<file path="src/core/his_pkg.sv">
// Constants for the host interrupt event and enable block
package his_pkg;
	// Command codes of the register port
	localparam logic [7:0]  CMD_RD_CMD_STATUS = 8'h02;
	localparam logic [7:0]  CMD_RD_FLAGS      = 8'h03;
	localparam logic [7:0]  CMD_WR_FLAGS      = 8'h83;
	localparam logic [7:0]  CMD_RD_MASK       = 8'h04;
	localparam logic [7:0]  CMD_WR_MASK       = 8'h84;

	// Bit positions of event_flag_register and irq_mask_register, and the frame number MSB
	localparam int          BIT_ROOT_HUB      = 6;
	localparam int          BIT_FRAME_WRAP    = 5;
	localparam int          BIT_FATAL_ERR     = 4;
	localparam int          BIT_RESUME        = 3;
	localparam int          BIT_FRAME_BEGIN   = 2;
	localparam int          BIT_OVERRUN       = 0;
	localparam int          BIT_MASTER_GATE   = 31;
	localparam int          FRAME_MSB         = 15;

	// Overrun count field in command_status_register
	localparam int          OVR_CNT_LSB       = 16;
	localparam int          OVR_CNT_W         = 2;

	// Implemented event bits and writable enable bits
	localparam logic [31:0] EVENT_MASK        = 32'h0000_007d;
	localparam logic [31:0] ENABLE_MASK       = 32'h8000_007d;

	// Reset values, and the word read at unmapped codes
	localparam logic [31:0] FLAGS_RESET       = 32'h0000_0000;
	localparam logic [31:0] ENABLE_RESET      = 32'h0000_0000;
	localparam logic [1:0]  OVR_CNT_RESET     = 2'h0;
	localparam logic [31:0] UNMAPPED_READ     = 32'h0000_0000;
endpackage : his_pkg

</file>
<file path="src/core/his_irq.sv">
// Host controller interrupt event flags, enables and request
//
// Behaviour
// - Any root port status change sets bit 6
// - Frame number bit 15 toggle sets bit 5
// - Fatal error means halt all processing
// - Fatal error flag never set, reads zero
// - Resume flag on new resume, not software
// - Frame start sets bit 2, issues token
// - Overrun sets bit 0, bumps 2-bit count
// - Interrupt needs flag, its enable, master gate
// - Each enable gates same-position flag
// - Enable write one sets, zero keeps
// - Master gate ignores zero, one enables
// - Enable register read 04, written 84
// - Flag cleared by writing one only
// - Flag register read 03, written 83
module his_irq #(
	parameter int NUM_PORTS = 2,
	parameter int PORT_W    = 32
) (
	input  wire logic                          I_REF_CLK,          // Controller clock, 40 MHz
	input  wire logic                          I_RST,              // Hardware reset, sync, high
	input  wire logic                          I_SW_RESET,         // Software reset request, sync, high
	input  wire logic                          I_CMD_VALID,        // Register port command strobe
	input  wire logic [7:0]                    I_CMD_CODE,         // Register port command code
	input  wire logic [31:0]                   I_WR_DATA,          // Register port write data
	input  wire logic [NUM_PORTS*PORT_W-1:0]   I_ROOT_PORT_STATUS, // root_port_status_register words
	input  wire logic [15:0]                   I_FRAME_NUMBER,     // frame_number_register value
	input  wire logic                          I_RESUME_LINE,      // Downstream resume seen on the line
	input  wire logic                          I_BUS_RESUME_STATE, // Software placed bus_resume_state
	input  wire logic                          I_FRAME_START,      // Start of frame pulse
	input  wire logic                          I_SCHED_OVERRUN,    // Schedule overrun pulse
	output logic      [31:0]                   O_RD_DATA,          // Register port read data
	output logic                               O_RD_VALID,         // Read data valid pulse
	output logic                               O_IRQ,              // Hardware interrupt request
	output logic                               O_SOF_TOKEN,        // Issue start-of-frame token pulse
	output logic      [1:0]                    O_OVERRUN_COUNT,    // Overrun count field
	output logic                               O_PROCESS_HALT      // Stop processing and signalling
);

	if (NUM_PORTS < 1 || PORT_W < 1) begin : g_check
		$error("his_irq needs at least one port of nonzero width");
	end

	localparam int ST_W = NUM_PORTS * PORT_W;

	function automatic logic code_hit(input logic valid, input logic [7:0] code, input logic [7:0] want);
		code_hit = valid && (code == want);
	endfunction

	logic              rst;
	logic              wr_flags;
	logic              wr_mask;
	logic              rd_any;
	logic [ST_W-1:0]   port_prev_q;
	logic [NUM_PORTS-1:0] port_changed;
	logic              fmsb_prev_q;
	logic              resume_s1_q;
	logic              resume_s2_q;
	logic              resume_prev_q;
	logic              resume_rise;
	logic [31:0]       set_vec;
	logic [31:0]       clr_vec;
	logic [31:0]       flags_q;
	logic [31:0]       flags_d;
	logic [31:0]       enable_q;
	logic [31:0]       enable_d;
	logic [1:0]        ovr_cnt_q;
	logic [31:0]       rd_word;

	// Software reset clears the same state as hardware reset
	assign rst      = I_RST | I_SW_RESET;
	assign wr_flags = code_hit(I_CMD_VALID, I_CMD_CODE, his_pkg::CMD_WR_FLAGS);
	assign wr_mask  = code_hit(I_CMD_VALID, I_CMD_CODE, his_pkg::CMD_WR_MASK);
	assign rd_any   = I_CMD_VALID && !I_CMD_CODE[7];

	// Per-port change detection on the root port status words
	for (genvar p = 0; p < NUM_PORTS; p++) begin : g_port
		assign port_changed[p] = |(I_ROOT_PORT_STATUS[p*PORT_W +: PORT_W]
			^ port_prev_q[p*PORT_W +: PORT_W]);
	end

	// Previous samples load the live value at reset, so no false event on release
	always_ff @(posedge I_REF_CLK) begin
		if (rst) begin
			port_prev_q <= I_ROOT_PORT_STATUS;
			fmsb_prev_q <= I_FRAME_NUMBER[his_pkg::FRAME_MSB];
		end else begin
			port_prev_q <= I_ROOT_PORT_STATUS;
			fmsb_prev_q <= I_FRAME_NUMBER[his_pkg::FRAME_MSB];
		end
	end

	// Resume line comes from the bus, so it is synchronised first
	always_ff @(posedge I_REF_CLK) begin
		if (rst) begin
			resume_s1_q   <= 1'b0;
			resume_s2_q   <= 1'b0;
			resume_prev_q <= 1'b0;
		end else begin
			resume_s1_q   <= I_RESUME_LINE;
			resume_s2_q   <= resume_s1_q;
			resume_prev_q <= resume_s2_q;
		end
	end

	// Software driven resume must not raise the flag
	assign resume_rise = resume_s2_q && !resume_prev_q && !I_BUS_RESUME_STATE;

	always_comb begin
		set_vec                            = 32'h0000_0000;
		set_vec[his_pkg::BIT_ROOT_HUB]     = |port_changed;
		set_vec[his_pkg::BIT_FRAME_WRAP]   = I_FRAME_NUMBER[his_pkg::FRAME_MSB] != fmsb_prev_q;
		set_vec[his_pkg::BIT_FATAL_ERR]    = 1'b0;
		set_vec[his_pkg::BIT_RESUME]       = resume_rise;
		set_vec[his_pkg::BIT_FRAME_BEGIN]  = I_FRAME_START;
		set_vec[his_pkg::BIT_OVERRUN]      = I_SCHED_OVERRUN;
	end

	// Write one clears, write zero keeps; a new event wins over a clear
	assign clr_vec = wr_flags ? (I_WR_DATA & his_pkg::EVENT_MASK) : 32'h0000_0000;
	assign flags_d = ((flags_q & ~clr_vec) | set_vec) & his_pkg::EVENT_MASK;

	always_ff @(posedge I_REF_CLK) begin
		if (rst) begin
			flags_q <= his_pkg::FLAGS_RESET;
		end else begin
			flags_q <= flags_d;
		end
	end

	// Enables are set-only here; only hardware or software reset clears them
	assign enable_d = wr_mask ? (enable_q | (I_WR_DATA & his_pkg::ENABLE_MASK)) : enable_q;

	always_ff @(posedge I_REF_CLK) begin
		if (rst) begin
			enable_q <= his_pkg::ENABLE_RESET;
		end else begin
			enable_q <= enable_d;
		end
	end

	// Count wraps from 3 to 0, and counts even with the flag already set
	always_ff @(posedge I_REF_CLK) begin
		if (rst) begin
			ovr_cnt_q <= his_pkg::OVR_CNT_RESET;
		end else if (I_SCHED_OVERRUN) begin
			ovr_cnt_q <= ovr_cnt_q + 2'h1;
		end
	end

	// Registered request, one cycle behind the flag and enable state
	always_ff @(posedge I_REF_CLK) begin
		if (rst) begin
			O_IRQ <= 1'b0;
		end else begin
			O_IRQ <= enable_q[his_pkg::BIT_MASTER_GATE]
				&& |(flags_q & enable_q & his_pkg::EVENT_MASK);
		end
	end

	always_ff @(posedge I_REF_CLK) begin
		if (rst) begin
			O_SOF_TOKEN <= 1'b0;
		end else begin
			O_SOF_TOKEN <= I_FRAME_START;
		end
	end

	// Halt follows the fatal flag, which this design never raises
	always_ff @(posedge I_REF_CLK) begin
		if (rst) begin
			O_PROCESS_HALT <= 1'b0;
		end else begin
			O_PROCESS_HALT <= flags_q[his_pkg::BIT_FATAL_ERR];
		end
	end

	always_comb begin
		rd_word = his_pkg::UNMAPPED_READ;
		if (I_CMD_CODE == his_pkg::CMD_RD_FLAGS) begin
			rd_word = flags_q;
		end else if (I_CMD_CODE == his_pkg::CMD_RD_MASK) begin
			rd_word = enable_q;
		end else if (I_CMD_CODE == his_pkg::CMD_RD_CMD_STATUS) begin
			rd_word[his_pkg::OVR_CNT_LSB +: his_pkg::OVR_CNT_W] = ovr_cnt_q;
		end
	end

	always_ff @(posedge I_REF_CLK) begin
		if (rst) begin
			O_RD_DATA  <= 32'h0000_0000;
			O_RD_VALID <= 1'b0;
		end else begin
			O_RD_VALID <= rd_any;
			if (rd_any) begin
				O_RD_DATA <= rd_word;
			end
		end
	end

	always_ff @(posedge I_REF_CLK) begin
		if (rst) begin
			O_OVERRUN_COUNT <= his_pkg::OVR_CNT_RESET;
		end else begin
			O_OVERRUN_COUNT <= ovr_cnt_q;
		end
	end

endmodule // his_irq

</file>
<file path="config.mk">
export PLATFORM = sky130hd
export DESIGN_NAME = his_irq
export DESIGN_NICKNAME = d
export VERILOG_FILES = /design/src/core/his_pkg.sv /design/src/core/his_irq.sv
export SDC_FILE = /design/constraint.sdc
export NUM_CORES = 1
export LEC_CHECK = 0
export BUFFER_PORTS_ARGS = -buffer_cell sky130_fd_sc_hd__buf_2
export CAP_MARGIN = 10
export CORE_MARGIN = 1.5
export CORE_UTILIZATION = 49
export DETAILED_ROUTE_END_ITERATION = 10
export PLACE_DENSITY = 0.95
export SLEW_MARGIN = 20
export SYNTH_ARGS = -nofsm -noshare
export SYNTH_HDL_FRONTEND = slang
export SYNTH_SLANG_ARGS = --single-unit
</file>
<file path="constraint.sdc">
create_clock -name I_REF_CLK -period 2.8 [get_ports I_REF_CLK]
set_input_delay 0.28 -clock I_REF_CLK [delete_from_list [all_inputs] [get_ports I_REF_CLK]]
set_output_delay 0.28 -clock I_REF_CLK [all_outputs]
set_load 0.05 [all_outputs]
</file>
==> results_dict.tcl, run 1 <==
set metrics [dict create \
    run_status "finished clean" \
    fp.dieW_um 86.39 \
    synth_top_area_cell "dfxtp_1" \
    powerDensity_nw_per_um2 630.4 \
    hold_viol_final 0 \
    hold_slack_ns 0.03590 \
    arrival_ns 1.75 \
    ys_warn_count 0 \
    diodes 0 \
    rows 30 \
    cts_tree "built" \
    timing.final.max_slew_violations 0 \
    vias_per_cell 4.782 \
    ios 166 \
    min_period_over_period_pct 54.39 \
    grt_max_degree 24 \
    antenna_found_initial 0 \
    post_cts.repair.setup_buffers 0 \
    areaGrowthSynthToFinish_pct 19.68 \
    cts-hold-fix-buffers 0 \
    ys_ff_latch 98 \
    die_area_um2 7462 \
    worst_path_largest_cell_delay_ns 0.37 \
    synth_edf_count 0 \
    maxCapViolations 0 \
    rrSetupSlack_ns 1.28 \
    layout_commonest_cell "buf_2" \
    rsz0062_at_grt "no" \
    clk_pin_slew_ns 0.09 \
    ir_drop_uv 421.0 \
    tightest_slew_ns 0.6264 \
    synth_top_flop_cell "dfxtp_1" \
    grt_usage_pct 17.85 \
    core_um2 6756 \
    die_h_um 86.39 \
    crit_type "reg2reg" \
    nets 535 \
    clock-skew-final_ns 0.01170 \
    ant_nets 0 \
    gp_congestion 0.8076 \
    worstSetupEndpointType "flip-flop" \
    cp_num_buf_inv 0 \
    min_path_type "in2reg" \
    numCtsBuffers 9 \
    start_util_pct 50.43 \
    clock_path_buffers 2 \
    overflow 0 \
    synth_cell_types 32 \
    drt_iter0_drc 123 \
    drc 0 \
    cts_resized 0 \
    htreeDepth 3 \
    ys_seq_area_share_pct 57.58 \
    dp_hpwl_mm 4.962 \
    clkLatencyLatePin_ns 0.36 \
    num_vias 2348 \
    syn-cell-area_um2 3407 \
    grt_pass1_vias 2377 \
    drt-pass1-iter-count 5 \
    relSlewSlack_pct 58.09 \
    ys_async_sr_fraction_pct 0 \
    crit_path_cell_trace "xor2_1 -> nor4_1 -> nand4_1 -> a211oi_1 -> a31oi_1" \
    synth.top_cell.area_share_pct 57.58 \
    layout_min_cycle_time_ns 1.523 \
    clock-sinks 98 \
    setup_viol 0 \
    leakage_uw 0.001804 \
    cpLargestDelayFamily "simple AND/OR/NAND/NOR gates" \
    grt_pass1_wl_mm 10.12 \
    drt_wl_total_mm 6.295 \
    critPathLaunchType "flip-flop" \
    cp.required_ns 3.02 \
    final_cell_mix "102 x buf_2, 98 x dfxtp_1, 34 x xor2_1, 33 x xnor2_1" \
    finalSetupTns_ns 0 \
    root_buffer "clkbuf_8" \
    crit_fanout 1 \
    wl_per_cell_um 12.82 \
    drive_gt1_share_pct 30.17 \
    avgSynthCellArea_um2 11.36 \
    synthCells 300 \
    synth_area_leaders "dfxtp_1 58%, xor2_1 8.7%, xnor2_1 8.5%" \
    fmax_mhz 656.7 \
    cpMaxStageDelayCell "nor4_1" \
    portBuffers 102 \
]
==> per-layer routing <==
metal  vias to the layer above  share of wire [%]  wire [um]  GRT usage (%)
met5                         -                  0          0              0
met4                         0                2.7        169          10.26
met3                        14                6.2        388          4.952
met2                        91                 49       3079          29.97
met1                      1065                 42       2658          20.43
li1                       1178                  -          -              -
==> state kept, by name, summed over array words and instances, names as in the netlist <==
signal and cells:
O_IRQ 1, O_OVERRUN_COUNT 2, O_PROCESS_HALT 1, O_RD_DATA 9, O_RD_VALID 1, O_SOF_TOKEN 1, enable_q 7, flags_q 6
fmsb_prev_q 1, ovr_cnt_q 2, port_prev_q 64, resume_prev_q 1, resume_s1_q 1, resume_s2_q 1
==> cells by family (layout without fill, tap and decap cells) <==
family | Yosys count | after routing | share of synthesized area, %
xor gates and xnor gates | 67 | 67 | 17.22
DFF | 98 | 98 | 57.58
and+or+nand+nor | 79 | 79 | 13.99
AOI/OAI and AO/OA | 27 | 27 | 5.435
buffers and inverters | 28 | 117 | 5.655
other | 1 | 23 | 0.1101
==> power by group <==
group,total [uW],switching (uW),internal (uW)
Sequential,1480,26.4,1450
Clock,802,459,343
Combinational,290,178,113
==> area by class of cell <==
cell class / instances / area [um2]
fill: 548 / 2679
clock buffer: 11 / 141.4
tap: 80 / 100.1
sequential: 98 / 1962
timing repair buffer: 102 / 510.5
clock inverter: 4 / 28.78
multi-input combinational: 196 / 1335
==> path summary, 6_finish.rpt <==
path              cells after the start              end              startpoint
setup / recovery                      5       flags_q[6]         port_prev_q[45]
hold / removal                        1  port_prev_q[41]  I_ROOT_PORT_STATUS[41]
setup reg to reg                      5       flags_q[6]         port_prev_q[45]
hold reg to reg                       1      resume_s2_q             resume_s1_q
==> metrics by stage <==
| stage | cells | utilization [%] | area (um2) | setup WS (ns) | power, uW |
|---|---|---|---|---|---|
| after detailed placement | 476 | 57.83 | 3908 | 1.031 | 1803 |
| after global routing | 491 | 60.35 | 4078 | 1.161 | 2687 |
| after CTS | 491 | 60.35 | 4078 | 1.247 | 2597 |
| after floorplan | 322 | - | 3490 | 1.363 | 1721 |
| after global placement | 476 | 57.83 | 3908 | 1.090 | 1788 |
| final | 491 | 60.35 | 4078 | 1.277 | 2570 |
==> synth_stat cells (2+ instances only) <==
| master | number |
|---|---|
| dfxtp_1 | 98 |
| xor2_1 | 34 |
| xnor2_1 | 33 |
| buf_4 | 23 |
| nor2_1 | 23 |
| a21oi_1 | 11 |
| nand4_1 | 10 |
| nor4_1 | 10 |
| nand2_1 | 9 |
| and2_1 | 7 |
| a221oi_1 | 6 |
| nor3_1 | 6 |
| a22oi_1 | 4 |
| clkbuf_1 | 4 |
| a31oi_1 | 2 |
| a32o_1 | 2 |
| nand3b_1 | 2 |
| nor2_8 | 2 |
Note: power is estimated with default switching activity, not from simulation.
==> run 2: changes to the inputs <==
Settings changed: CORE_UTILIZATION 49 to 41, PLACE_DENSITY 0.95 to 0.86.
Clock period 2.8 ns to 1.29 ns, I/O delays scaled along.
==> results_dict.tcl, run 2 (same netlist as run 1, synthesis figures left out) <==
set metrics [dict create \
    run_status "finished with violations" \
    violations "negative setup slack" \
    drt_wl_total_mm 7.898 \
    fin_ws_ns -0.1720 \
    clk_pin_slew_ns 0.09 \
    clkLatencyLatePin_ns 0.35 \
    setup_viol 1 \
    switching_share_pct 24.59 \
    min_path_type "in2reg" \
    rsz0062_at_grt "yes" \
    hold_slack_ns 0.03232 \
    ir_drop_uv 645.3 \
    crit_fanout 1 \
    top_register "port_prev_q" \
    leakage_uw 0.002182 \
    grt_use_met3_pct 4.369 \
    arrival_ns 1.70 \
    drc 0 \
    rows 33 \
    overflow 0 \
    maxCapViolations 0 \
    pwr-share-seq_pct 52.5 \
    pwr-share-clk_pct 33.8 \
    powerDensity_nw_per_um2 1228 \
    grt_busiest_layer "met2" \
    cp_num_buf_inv 0 \
    grt_usage_pct 19.01 \
    htreeDepth 3 \
    areaGrowthSynthToFinish_pct 46.09 \
    core_um2 8134 \
    p_int_uw 4611 \
    layout_min_cycle_time_ns 1.462 \
    portBuffers 102 \
    fp.dieW_um 94.16 \
    worstSetupEndpointType "flip-flop" \
    ios 166 \
    pwr-share-comb_pct 13.7 \
    timing.final.max_slew_violations 0 \
    clock-skew-final_ns 0.005371 \
    die_area_um2 8866 \
    layout_commonest_cell "buf_2" \
    drive_gt1_share_pct 29.61 \
    ant_nets 0 \
    largest_register_ffs 64 \
    n_fill_cell 664 \
    cpLargestDelayFamily "simple AND/OR/NAND/NOR gates" \
    numCtsBuffers 9 \
    dp_hpwl_mm 4.961 \
    post_cts.repair.setup_buffers 0 \
    final_cell_mix "102 x buf_2, 97 x dfxtp_1, 68 x dlygate4sd3_1, 33 x xor2_1, 33 x xnor2_1" \
    clock_path_buffers 2 \
    critPathLaunchType "flip-flop" \
    cp.required_ns 1.53 \
    worst_path_largest_cell_delay_ns 0.33 \
    drt-pass1-iter-count 4 \
    num_vias 2709 \
    wl_per_cell_um 13.21 \
    hold_viol_final 0 \
    die_h_um 94.16 \
    grt_pass1_wl_mm 12.92 \
    vias_per_cell 4.530 \
    drt_iter0_drc 62 \
    crit_path_cell_trace "xor2_2 -> nor4_2 -> nand4_1 -> a211oi_2 -> a31oi_1" \
    diodes 0 \
    grt_pass1_vias 2882 \
    fmax_mhz 684.0 \
    start_util_pct 41.89 \
    p_sw_uw 1504 \
    largest_registers "port_prev_q (64), O_RD_DATA (9), enable_q (7)" \
    clock-sinks 98 \
    cts_tree "built" \
    use_met1_pct 19.80 \
    antenna_found_initial 0 \
    grt.met2_usage_pct 35.61 \
    grt_max_degree 23 \
    gp_congestion 0.8218 \
    finalPower_uw 6114 \
    min_period_over_period_pct 113.3 \
    cpMaxStageDelayCell "dfxtp_2" \
    root_buffer "clkbuf_8" \
    nets 616 \
    crit_type "reg2reg" \
]
==> run 2: per-stage QoR <==
stage	utilization, %	worst slack (ns)	std cells	area [um2]	TNS [ns]
floorplan	-	0.004145	322	3490	0
global placement	49.62	-0.3181	514	4036	-1.536
detailed placement	49.62	-0.3040	514	4036	-1.911
CTS	60.85	-0.1830	598	4950	-0.1830
global route	61.19	-0.2680	598	4977	-0.2680
finish	61.19	-0.1720	598	4977	-0.1720
==> run 2: final timing paths <==
| check | startpoint | end | slack [ns] | cells after the start |
|---|---|---|---|---|
| worst max-delay path | port_prev_q[35] | flags_q[6] | -0.17 | 5 |
| worst min-delay path | I_FRAME_START | O_SOF_TOKEN | 0.03 | 2 |
| worst max register to register | port_prev_q[35] | flags_q[6] | -0.17 | 5 |
| worst min register to register | resume_s1_q | resume_s2_q | 0.44 | 1 |
==> run 2: layer usage <==
metal  wire length (um)  vias to the layer above
met2               4129                      113
met1               3067                     1240
li1                   -                     1340
met3                524                       16
met5                  0                        -
met4                177                        0
==> run 2: power groups by stage <==
stage | sequential [uW] | combinational [uW] | clock [uW]
after floorplan | 3300 | 436 | 0
after global placement | 3270 | 631 | 0
after detailed placement | 3280 | 648 | 0
after CTS | 3210 | 814 | 2120
after global routing | 3220 | 912 | 2230
final | 3210 | 836 | 2070
==> run 2: cell type report <==
| class | instances | area [um2] | area share [%] |
|---|---|---|---|
| Sequential cell | 98 | 1963 | 39.44 |
| Multi-Input combinational cell | 196 | 1379 | 27.70 |
| Timing Repair Buffer | 183 | 1289 | 25.89 |
| Clock buffer | 13 | 168.9 | 3.394 |
| Tap cell | 105 | 131.4 | 2.640 |
| Clock inverter | 3 | 46.29 | 0.9301 |
==> run 2: what timing repair did <==
| action | CTS | global route |
|---|---|---|
| cloned | 0 | 0 |
| hold buffers | 68 | 0 |
| setup endpoints to repair | 1 | 1 |
| endpoints found under the hold margin | 68 | 0 |
| gates resized for setup | 3 | 5 |
| pin swaps | 3 | 7 |
